$ cat src/include/cp0_diag_pkg.sv
// constants, field positions and state encodings of the diagnostic registers
package cp0_diag_pkg;
   // register port widths
   localparam int ADDR_W = 8;
   localparam int DATA_W = 64;
   localparam int PA_W = 36;
   localparam int VA_W = 64;
   // register offsets on the plain register port
   localparam logic [ADDR_W-1:0] OFS_LL_ADDR = 8'h00;
   localparam logic [ADDR_W-1:0] OFS_WIDE_CTX = 8'h08;
   localparam logic [ADDR_W-1:0] OFS_DEBUG = 8'h10;
   // linked-load address field
   localparam int LL_PA_HI = 35;
   localparam int LL_PA_LO = 4;
   localparam int LL_W = LL_PA_HI - LL_PA_LO + 1;
   localparam logic [LL_W-1:0] LL_RESET = 32'h0;
   // wide translation context fields
   localparam int CTX_BASE_HI = 63;
   localparam int CTX_BASE_LO = 33;
   localparam int CTX_REGION_HI = 32;
   localparam int CTX_REGION_LO = 31;
   localparam int CTX_VPN_HI = 30;
   localparam int CTX_VPN_LO = 4;
   localparam int BASE_W = CTX_BASE_HI - CTX_BASE_LO + 1;
   localparam int REGION_W = CTX_REGION_HI - CTX_REGION_LO + 1;
   localparam int VPN_W = CTX_VPN_HI - CTX_VPN_LO + 1;
   localparam logic [CTX_VPN_LO-1:0] CTX_LOW_ZERO = 4'h0;
   // virtual address slices loaded on a miss
   localparam int VA_VPN_HI = 39;
   localparam int VA_VPN_LO = 13;
   localparam int VA_REGION_HI = 63;
   localparam int VA_REGION_LO = 62;
   // debug status bit positions
   localparam int DBG_DBD = 31;
   localparam int DBG_DM = 30;
   localparam int DBG_NIS = 14;
   localparam int DBG_TRS = 13;
   localparam int DBG_TLF = 11;
   localparam int DBG_BSF = 10;
   localparam int DBG_SST = 8;
   localparam int DBG_JRST = 7;
   localparam int DBG_W = 32;
   // debug handler state
   typedef enum logic [1:0] {
      DBG_IDLE = 2'b01,
      DBG_ACTIVE = 2'b10
   } debug_state_type;
endpackage

$ cat src/hdl/cp0_diag_debug_regs.sv
// linked-load address, wide translation context and debug status registers
//
// The plain strobed port and the placing of the registers were decided locally.
`timescale 1ns/1ps

// hardware events arrive as one-cycle pulses from the pipeline; the three
// registers share one plain port with 64-bit data and one-cycle read latency
// limitation: the low debug status bits other than the four writable
// flags and bits 14 and 13 read as zero; the undefined context reset is
// chosen as zero so that reads straight after reset are repeatable
// a miss or debug exception seen while the handler runs is dropped here,
// so the pipeline need not hold it off itself
// fault flags give priority to hardware: a clear never hides a new fault

// Function
// each linked load or linked load double overwrites the stored physical address
// linked-load register holds address bits 35..4, resets to zero, read/write
// on a miss, context bits 30:4 take virtual address bits 39..13
// virtual address bit 12 never enters the page-pair field
// page-pair field changes only on a miss, software writes ignore it
// context bits 63:33 hold a software written page table base
// context bits 32:31 hold the region code, read/write
// debug status is read-only except the fault, bus, step and reset fields
// delay-slot flag at bit 31 records a debug entry from a delay slot
// debug-active flag sets on debug entry, clears on debug return
// while debug-active, all interrupts and exceptions are masked
// cache line locking is disabled while debug-active
// coincident NMI sets bit 14 and still updates exception state
// coincident NMI keeps the NMI vector out of the debug return pc
// coincident refill sets bit 13
// coincident refill updates exception state as a plain refill would
// coincident refill keeps the refill vector out of the debug return pc
// a miss also loads the region field, leaving the table base alone
// load/store TLB fault in debug sets bit 11, write 0 clears, set wins
module cp0_diag_debug_regs (
   input wire logic core_clk,
   input wire logic sys_rst,
   input wire logic [cp0_diag_pkg::ADDR_W-1:0] reg_addr,
   input wire logic [cp0_diag_pkg::DATA_W-1:0] reg_wdata,
   input wire logic reg_wr,
   input wire logic reg_rd,
   output logic [cp0_diag_pkg::DATA_W-1:0] reg_rdata,
   input wire logic ll_exec,
   input wire logic [cp0_diag_pkg::PA_W-1:0] ll_paddr,
   input wire logic tlb_miss,
   input wire logic [cp0_diag_pkg::VA_W-1:0] miss_vaddr,
   input wire logic debug_exc,
   input wire logic in_delay_slot,
   input wire logic nmi_req,
   input wire logic refill_req,
   input wire logic debug_return_instr,
   input wire logic ls_tlb_exc,
   input wire logic ls_buserr,
   output logic exc_mask,
   output logic cache_lock_en,
   output logic single_step_enable,
   output logic test_port_reset_ctl,
   output logic debug_entry,
   output logic nmi_state_update,
   output logic refill_state_update,
   output logic debug_return_pc_vector_inhibit
);
   import cp0_diag_pkg::*;

   // one register per field so that read-only parts cannot take a write
   logic [LL_W-1:0] ll_reg, ll_next;
   logic [BASE_W-1:0] base_reg, base_next;
   logic [REGION_W-1:0] region_reg, region_next;
   logic [VPN_W-1:0] vpn_reg, vpn_next;
   debug_state_type state_reg, state_next;
   logic dbd_reg, dbd_next;
   logic nis_reg, nis_next;
   logic trs_reg, trs_next;
   logic tlf_reg, tlf_next;
   logic bsf_reg, bsf_next;
   logic sst_reg, sst_next;
   logic jrst_reg, jrst_next;
   logic mask_reg, mask_next;
   logic lock_reg, lock_next;
   logic entry_reg, nmi_upd_reg, refill_upd_reg, inhibit_reg;
   logic entry_next, nmi_upd_next, refill_upd_next, inhibit_next;
   logic [DATA_W-1:0] rdata_reg, rdata_next;

   // decoded events and field slices
   logic dm;
   logic take_debug;
   logic take_return;
   logic wr_ll, wr_ctx, wr_dbg;
   logic take_miss;
   logic [LL_W-1:0] ll_slice;
   logic [VPN_W-1:0] miss_vpn;
   logic [REGION_W-1:0] miss_region;
   logic [DBG_W-1:0] dbg_word;

   // decode and event qualification
   assign dm = (state_reg == DBG_ACTIVE);
   // a second debug exception is masked while the handler runs
   assign take_debug = debug_exc && !dm;
   assign take_return = debug_return_instr && dm;
   // a miss seen in debug mode is masked and leaves the context alone
   assign take_miss = tlb_miss && !dm;
   assign wr_ll = reg_wr && (reg_addr == OFS_LL_ADDR);
   assign wr_ctx = reg_wr && (reg_addr == OFS_WIDE_CTX);
   assign wr_dbg = reg_wr && (reg_addr == OFS_DEBUG);
   assign ll_slice = ll_paddr[LL_PA_HI:LL_PA_LO];
   // bit 12 is dropped: one entry maps an even/odd page pair
   assign miss_vpn = miss_vaddr[VA_VPN_HI:VA_VPN_LO];
   assign miss_region = miss_vaddr[VA_REGION_HI:VA_REGION_LO];

   // next state of all software visible fields
   always_comb begin
      ll_next = ll_reg;
      base_next = base_reg;
      region_next = region_reg;
      vpn_next = vpn_reg;
      state_next = state_reg;
      dbd_next = dbd_reg;
      nis_next = nis_reg;
      trs_next = trs_reg;
      tlf_next = tlf_reg;
      bsf_next = bsf_reg;
      sst_next = sst_reg;
      jrst_next = jrst_reg;
      // hardware capture wins over a software write in the same cycle
      if (wr_ll) begin
         ll_next = reg_wdata[LL_W-1:0];
      end
      if (ll_exec) begin
         ll_next = ll_slice;
      end
      // the page-pair field takes no software write
      if (wr_ctx) begin
         base_next = reg_wdata[CTX_BASE_HI:CTX_BASE_LO];
         region_next = reg_wdata[CTX_REGION_HI:CTX_REGION_LO];
      end
      if (take_miss) begin
         vpn_next = miss_vpn;
         region_next = miss_region;
      end
      // only four debug fields accept writes, flags clear on zero
      if (wr_dbg) begin
         if (!reg_wdata[DBG_TLF]) begin
            tlf_next = 1'b0;
         end
         if (!reg_wdata[DBG_BSF]) begin
            bsf_next = 1'b0;
         end
         sst_next = reg_wdata[DBG_SST];
         jrst_next = reg_wdata[DBG_JRST];
      end
      // faults in the handler set the flags, beating a clear
      if (dm && ls_tlb_exc) begin
         tlf_next = 1'b1;
      end
      if (dm && ls_buserr) begin
         bsf_next = 1'b1;
      end
      case (state_reg)
         DBG_IDLE: begin
            if (take_debug) begin
               state_next = DBG_ACTIVE;
               dbd_next = in_delay_slot;
               nis_next = nmi_req;
               trs_next = refill_req;
            end
         end
         DBG_ACTIVE: begin
            if (take_return) begin
               state_next = DBG_IDLE;
            end
         end
         default: begin
            state_next = DBG_IDLE;
         end
      endcase
      // mask and lock follow the debug state from the same edge
      mask_next = (state_next == DBG_ACTIVE);
      // lock kept as its own flop so the output has no gate behind it
      lock_next = !(state_next == DBG_ACTIVE);
   end

   // field registers; context fields get a defined zero at reset
   always_ff @(posedge core_clk) begin
      if (sys_rst) begin
         ll_reg <= LL_RESET;
         base_reg <= '0;
         region_reg <= '0;
         vpn_reg <= '0;
         state_reg <= DBG_IDLE;
         dbd_reg <= 1'b0;
         nis_reg <= 1'b0;
         trs_reg <= 1'b0;
         tlf_reg <= 1'b0;
         bsf_reg <= 1'b0;
         sst_reg <= 1'b0;
         jrst_reg <= 1'b0;
         mask_reg <= 1'b0;
         lock_reg <= 1'b1;
      end else begin
         ll_reg <= ll_next;
         base_reg <= base_next;
         region_reg <= region_next;
         vpn_reg <= vpn_next;
         state_reg <= state_next;
         dbd_reg <= dbd_next;
         nis_reg <= nis_next;
         trs_reg <= trs_next;
         tlf_reg <= tlf_next;
         bsf_reg <= bsf_next;
         sst_reg <= sst_next;
         jrst_reg <= jrst_next;
         mask_reg <= mask_next;
         lock_reg <= lock_next;
      end
   end

   // strobe next values, all qualified by an accepted debug entry
   always_comb begin
      entry_next = take_debug;
      nmi_upd_next = take_debug && nmi_req;
      refill_upd_next = take_debug && refill_req;
      // handler software fills the return pc instead of the vector
      inhibit_next = take_debug && (nmi_req || refill_req);
   end

   // one-cycle strobes to the exception unit on a debug entry
   always_ff @(posedge core_clk) begin
      if (sys_rst) begin
         entry_reg <= 1'b0;
         nmi_upd_reg <= 1'b0;
         refill_upd_reg <= 1'b0;
         inhibit_reg <= 1'b0;
      end else begin
         entry_reg <= entry_next;
         nmi_upd_reg <= nmi_upd_next;
         refill_upd_reg <= refill_upd_next;
         inhibit_reg <= inhibit_next;
      end
   end

   // debug status word; unlisted bits read as zero
   always_comb begin
      dbg_word = '0;
      dbg_word[DBG_DBD] = dbd_reg;
      dbg_word[DBG_DM] = dm;
      dbg_word[DBG_NIS] = nis_reg;
      dbg_word[DBG_TRS] = trs_reg;
      dbg_word[DBG_TLF] = tlf_reg;
      dbg_word[DBG_BSF] = bsf_reg;
      dbg_word[DBG_SST] = sst_reg;
      dbg_word[DBG_JRST] = jrst_reg;
   end

   // read mux, unmapped offsets read zero
   // the read strobe gates the mux so idle cycles return zero
   always_comb begin
      rdata_next = '0;
      if (reg_rd) begin
         case (reg_addr)
            OFS_LL_ADDR: rdata_next = {{(DATA_W-LL_W){1'b0}}, ll_reg};
            OFS_WIDE_CTX: begin
               rdata_next = {base_reg, region_reg, vpn_reg, CTX_LOW_ZERO};
            end
            OFS_DEBUG: rdata_next = {{(DATA_W-DBG_W){1'b0}}, dbg_word};
            default: rdata_next = '0;
         endcase
      end
   end

   // read data stand only in the cycle after the strobe
   always_ff @(posedge core_clk) begin
      if (sys_rst) begin
         rdata_reg <= '0;
      end else begin
         rdata_reg <= rdata_next;
      end
   end

   // outputs straight from flops
   assign reg_rdata = rdata_reg;
   assign exc_mask = mask_reg;
   assign cache_lock_en = lock_reg;
   assign single_step_enable = sst_reg;
   assign test_port_reset_ctl = jrst_reg;
   assign debug_entry = entry_reg;
   assign nmi_state_update = nmi_upd_reg;
   assign refill_state_update = refill_upd_reg;
   assign debug_return_pc_vector_inhibit = inhibit_reg;
endmodule

$ cat config.mk
export PLATFORM = sky130hd
export DESIGN_NAME = cp0_diag_debug_regs
export DESIGN_NICKNAME = d
export VERILOG_FILES = /design/src/include/cp0_diag_pkg.sv /design/src/hdl/cp0_diag_debug_regs.sv
export SDC_FILE = /design/constraint.sdc
export NUM_CORES = 1
export LEC_CHECK = 0
export ABC_AREA = 0
export BUFFER_PORTS_ARGS = -buffer_cell sky130_fd_sc_hd__buf_2
export CAP_MARGIN = 30
export CELL_PAD_IN_SITES_DETAIL_PLACEMENT = 2
export CELL_PAD_IN_SITES_GLOBAL_PLACEMENT = 2
export CORE_ASPECT_RATIO = 2
export CORE_MARGIN = 3
export CORE_UTILIZATION = 31
export CTS_CLUSTER_DIAMETER = 100
export CTS_CLUSTER_SIZE = 20
export DETAILED_ROUTE_END_ITERATION = 10
export GPL_ROUTABILITY_DRIVEN = 0
export GPL_TIMING_DRIVEN = 0
export PLACE_DENSITY_LB_ADDON = 0.05
export SETUP_SLACK_MARGIN = 0.2
export SYNTH_ARGS = -nofsm -noshare
export SYNTH_HDL_FRONTEND = slang
export SYNTH_SLANG_ARGS = --single-unit
$ cat constraint.sdc
create_clock -name core_clk -period 4.8 [get_ports core_clk]
set_clock_uncertainty 0.1 [all_clocks]
set_input_delay 0.24 -clock core_clk [delete_from_list [all_inputs] [get_ports core_clk]]
set_output_delay 0.24 -clock core_clk [all_outputs]
set_load 0.02 [all_outputs]
==> out/metrics.yaml, run 1 <==
yosys-top-cells-area: "dfxtp_1, o41ai_2, a21oi_1, a41oi_1, a221oi_1"
drtAntennaViolNets: 0
grt_start_max_net_pins: 17
crit_chain: "inv_1 > ha_1 > nor2b_1 > clkbuf_1 > buf_1 > nand2_1 > a21oi_1"
critPathSlowestCell: "clkbuf_1"
critPathLaunchType: "flop"
grt_pass1_wl_um: 47320
die_h_um: 222.5
first_iter_violations: 285
vias_per_cell: 5.301
rows: 78
overflow: 0
syn-cell-area_um2: 7262
core-area_um2: 22840
max_stage_delay_ns: 0.63
synth_most_common_cell: "dfxtp_1"
clkSinkCount: 171
hold_viol: 0
final_max_slew_viol_count: 0
fin_setup_tns_ns: 0
cts_tree: "yes"
final_nets: 1274
first_global_vias: 8212
hp-class: "input pin to flop"
synth-main-ff-cell: "dfxtp_1"
worstSetupPathType: "flop to flop"
syn_to_final_growth_pct: 40.63
utilization: 0.4472
p_leak_nw: 4.015
power_density_nw_per_um2: 327.0
clk_latency_ns: 0.45
synthTopCellsByCount: "dfxtp_1, a21oi_1, clkbuf_1, nand2_1, nand3_1"
wl_um: 30630
setup_viol: 0
rsz0062_at_grt: "no"
num_io_pins: 257
end_kind: "flop"
seq_area_um2: 3423
crit_arrival_ns: 2.72
syn_avg_cell_area_um2: 9.606
detail_route.wl_per_cell_um: 22.19
hpwl_um: 22600
synth_top_area_frac: 0.4714
largest_reg_flops: 64
tightest_slew_ns: 0.8763
finalCritPeriodShare: 0.5108
clockRootBuffer: "clkbuf_16"
status: "complete, no violations"
critPathTopFamily: "buffers and inverters"
antenna_found_initial: 2
ys_seq_elements: 171
multi_input_comb_area_um2: 3307
vdd_drop_max_v: 0.0002525
drcViolationCount: 0
clock_tree.htree_level_count: 4
ys_seq_area_frac: 0.4714
fmax_mhz: 407.8
syn_nets: 944
slew_headroom: 0.4134
fp.dieArea_um2: 25410
grtUsageTotal: 0.2470
syn_inst: 756
crit_path_max_fanout: 10
numCtsBuffers: 17
fillers: 2483
clock_path_buffers: 2
synth-edff-count: 0
cts_resized: 0
async_flop_share: 0
drv_cap: 0
fp.dieW_um: 114.2
synth_cell_types: 37
port_buffers: 215
path_buf_inv: 3
yosys.area.top_type: "dfxtp_1"
ys_warn_count: 0
period_needed_ns: 2.452
layout-drive-gt1-share: 0.2869
cts.clk_slew.worst_paths_ns: 0.07
worstPathRequired_ns: 5.07
firstDrtPassIters: 4
vias: 7316
start_util: 0.3180
==> repair_timing <==
item                      in CTS  in global routing
setup buffers                  0                  0
hold buffers                  95                  1
hold endpoints to repair      96                  1
==> cell usage in the layout, fill, tap and decap left out, types with 4 or more instances in the layout <==
cell           instances
clkbuf_8               4
clkbuf_16             17
inv_1                 37
nand2_1               56
and3_1                 5
nand2b_1               5
mux2i_1                5
nor2b_1                4
buf_2                226
nand4_1               40
nand3_1               48
a221oi_1              32
buf_1                 10
nor2_1                 7
a41oi_1               33
mux2_2                 8
dfxtp_1              171
and2_1                34
a21oi_1               91
dlygate4sd3_1         96
clkbuf_1              69
buf_6                  5
o41ai_1               26
o41ai_2               39
==> final cells by class <==
cell class / instances / share of cell area
clock buffer: 25 / 0.04852
clock inverter: 6 / 0.006126
multi-input combinational: 457 / 0.3238
antenna: 2 / 0.0004901
buffer: 91 / 0.03847
sequential: 171 / 0.3352
tap: 280 / 0.03431
inverter: 37 / 0.01360
timing repair buffer: 311 / 0.1995
==> metal layers <==
metal  GRT usage  vias to the layer above  share of wire
met2      0.4826                      188           0.57
met5           0                        -              0
met4      0.1116                        0          0.039
met1      0.2436                     3567           0.36
li1            -                     3507              -
met3     0.04279                       54          0.034
==> worst paths after layout <==
path / from / slack [ns] / end / cells past startpoint
worst max-delay path: state_reg[0] / 2.35 / vpn_reg[12] / 7
worst min-delay path: ll_paddr[25] / 0.005 / ll_reg[21] / 3
worst max register to register: state_reg[0] / 2.35 / vpn_reg[12] / 7
worst min register to register: base_reg[23] / 0.35 / base_reg[23] / 2
==> power breakdown <==
part / internal [mW] / switching (mW)
combinational: 0.202 / 0.280
sequential: 1.48 / 0.0383
clock: 0.764 / 0.576
==> kinds of logic after synthesis <==
| logic type | synth area share |
|---|---|
| mux | 0.01930 |
| buf+inv | 0.07322 |
| flops | 0.4714 |
| simple gates | 0.1647 |
| compound gates | 0.2662 |
| fa+ha+maj | 0.005169 |
==> worst min-delay path: stages <==
cell,delay (ns)
buf_2,0.10
inv_1,0.07
a221oi_1,0.08
==> per-stage QoR <==
stage / worst slack, ns / instances / power (mW) / instance area, µm² / hold slack, ns
global route: 2.134 / 1379 / 3.483 / 10210 / 0.006007
detailed placement: 2.307 / 1251 / 1.966 / 8688 / 0.3474
floorplan: 3.136 / 756 / 1.776 / 7262 / 0.2306
CTS: 2.329 / 1377 / 3.375 / 10200 / 0.001605
global placement: 2.269 / 1251 / 1.954 / 8688 / 0.3378
finish: 2.348 / 1380 / 3.340 / 10210 / 0.005271
Note: power is estimated with default switching activity, not from simulation.
==> run 2: changes to the inputs <==
- CORE_UTILIZATION: 31 -> 29
- clock period: 4.8 -> 2.32 ns (I/O delays scaled with it)
==> run 2 against run 1 <==
Compared with the run above:
- clock power grew 140%
- worst hold slack improved by 0.013 ns
- worst setup slack got worse by 2.1 ns
- critical path depth decreased by 1
- non-clock buffer count up 40
- final area grew 5.7%
- die area rose by 6.6%
- critical endpoint is now ll_reg[17]
- largest power group is now clock
- highest routed layer is now met5
==> out/metrics.yaml, run 2 (synthesized netlist as in run 1, its figures left out) <==
status: "complete, no violations"  # unchanged
final_max_slew_viol_count: 0  # unchanged
power_frac_seq: 0.426  # was 0.455
clock_path_buffers: 2  # unchanged
seq_area_um2: 3423  # unchanged
dp.cells: 1303  # was 1251
p_sw_frac: 0.2673  # was 0.2676
cts.clk_slew.worst_paths_ns: 0.07  # about the same
final_nets: 1314  # was 1274
fin_setup_tns_ns: 0  # unchanged
overflow: 0  # unchanged
fp.dieArea_um2: 27090  # was 25410 µm²
firstDrtPassIters: 4  # unchanged
rsz0062_at_grt: "yes"  # was no
layout-drive-gt1-share: 0.2932  # was 0.2869
fillers: 2723  # was 2483
crit_path_max_fanout: 10  # unchanged
worst_slack_ns: 0.2726  # was 2.348 ns
finalCritPeriodShare: 0.8825
clkPwrFrac: 0.428  # was 0.401
antenna_found_initial: 3  # was 2
p_int_mw: 5.402  # was 2.446 mW
post-cts-setup-buffers: 0  # unchanged
multi_input_comb_area_um2: 3329  # was 3307 µm²
post-place-ws_ns: -0.1778  # was 2.307 ns
first_iter_violations: 289  # was 285
clk_latency_ns: 0.45  # about the same
hold_viol: 0  # unchanged
worstSetupPathType: "input pin to flop"  # was flop to flop
syn_to_final_growth_pct: 48.69  # was 40.63%
vias_per_cell: 5.160  # was 5.301
fp.dieW_um: 117.9  # was 114.2 µm
clockRootBuffer: "clkbuf_16"  # unchanged
switchingPower_mw: 1.971  # was 0.8937 mW
power_density_nw_per_um2: 682.8  # was 327.0 nW/µm²
p_leak_nw: 4.304  # was 4.015 nW
first_global_vias: 8789  # was 8212
final_common_cell: "buf_2"  # unchanged
hp-class: "input pin to flop"  # unchanged
drcViolationCount: 0  # unchanged
vias: 7595  # was 7316
grt_start_max_net_pins: 17  # unchanged
instances_no_fill: 1472  # was 1380
grtUsageTotal: 0.2413  # was 0.2470
clkSinkCount: 171  # unchanged
critPathLaunchType: "input pin"  # was flop
detail_route.wl_per_cell_um: 22.07  # was 22.19 µm
fmax_mhz: 488.4
slew_headroom: 0.4317  # was 0.4134
grt_pass1_wl_um: 50260  # was 47320 µm
setup_viol: 0  # unchanged
drv_cap: 0  # unchanged
worstPathRequired_ns: 2.56  # was 5.07 ns
rows: 81  # was 78
hold-worst-slack_ns: 0.01810  # was 0.005271 ns
hpwl_um: 23240  # was 22600 µm
final_cell_mix: "buf_2, dfxtp_1, dlygate4sd3_1"  # unchanged
die_h_um: 229.8  # was 222.5 µm
wl_um: 32490  # was 30630 µm
num_io_pins: 257  # unchanged
period_needed_ns: 2.047
core-area_um2: 24530  # was 22840 µm²
tightest_slew_ns: 0.8489  # was 0.8763 ns
numCtsBuffers: 17  # unchanged
start_util: 0.2961  # was 0.3180
largest_reg_flops: 64  # unchanged
port_buffers: 215  # unchanged
end_kind: "flop"  # unchanged
cts_tree: "yes"  # unchanged
crit_arrival_ns: 2.29  # was 2.72 ns
drtAntennaViolNets: 0  # unchanged
pwr-share-comb: 0.147  # was 0.144
vdd_drop_max_v: 0.0004170  # was 0.0002525 V
clock_tree.htree_level_count: 4  # unchanged
## run 2: cell types whose count changed in the layout (fill, tap and decap cells not counted)
| cell | change |
|---|---|
| clkbuf_1 | -14 |
| bufinv_16 | +3 |
| inv_6 | +1 |
| diode_2 | -1 |
| dlygate4sd3_1 | +40 |
| o41ai_2 | +3 |
| clkbuf_8 | -2 |
| clkbuf_2 | +9 |
| o41ai_1 | -3 |
| buf_2 | +2 |
| clkinv_2 | -1 |
| buf_1 | -1 |
| clkinv_4 | +4 |
## run 2: cell type report
| cell class | count | share of cell area |
|---|---|---|
| clock inverters | 13 | 0.01773 |
| inverters | 37 | 0.01286 |
| plain buffers | 91 | 0.03766 |
| clock buffers | 19 | 0.04195 |
| repair buffers | 351 | 0.2257 |
| multi-input cells | 457 | 0.3083 |
| well taps | 332 | 0.03847 |
| flip-flops and latches | 171 | 0.3170 |
| diodes | 1 | 0.0002317 |
## run 2: routing by layer
layer,global-route usage,routed length (µm)
met5,0,27
met4,0.1097,1189
met3,0.03889,912
met2,0.4914,18960
met1,0.2295,11400
## run 2: what timing repair did
action / CTS / global route
endpoints found under the setup margin: 22 / 26
cloned: 0 / 0
resized for setup: 4 / 18
hold buffers: 136 / 0
endpoints found under the hold margin: 104 / 0
## run 2: stage by stage
stage          power [mW]    util  area [µm²]
2_1_floorplan       3.675       -        7262
3_3_place_gp        4.053  0.3569        8753
3_5_place_dp        4.070  0.3569        8753
4_1_cts             7.435  0.4389       10760
5_1_grt             7.673  0.4403       10800
6_report            7.373  0.4403       10800
## run 2: power groups by stage
stage / registers, mW / logic, mW / clock network [mW]
after detailed placement: 3.20 / 0.868 / 0
after global routing: 3.15 / 1.18 / 3.34
after global placement: 3.20 / 0.853 / 0
after CTS: 3.14 / 1.07 / 3.23
final: 3.14 / 1.08 / 3.15
after floorplan: 3.20 / 0.478 / 0
## run 2: path summary, 6_finish.rpt
kind,start,endpoint,slack (ns),cells past startpoint
setup / recovery,reg_addr[5],ll_reg[17],0.27,6
hold / removal,reg_wdata[3],ll_reg[3],0.02,3
setup reg to reg,state_reg[0],vpn_reg[14],0.32,7
hold reg to reg,base_reg[24],base_reg[24],0.36,2
## run 2: critical path, cell delays in order
cell and delay, ns:
buf_2 0.13, or4_4 0.58, clkbuf_1 0.30, o41ai_1 0.42, a221oi_1 0.14, dlygate4sd3_1 0.59
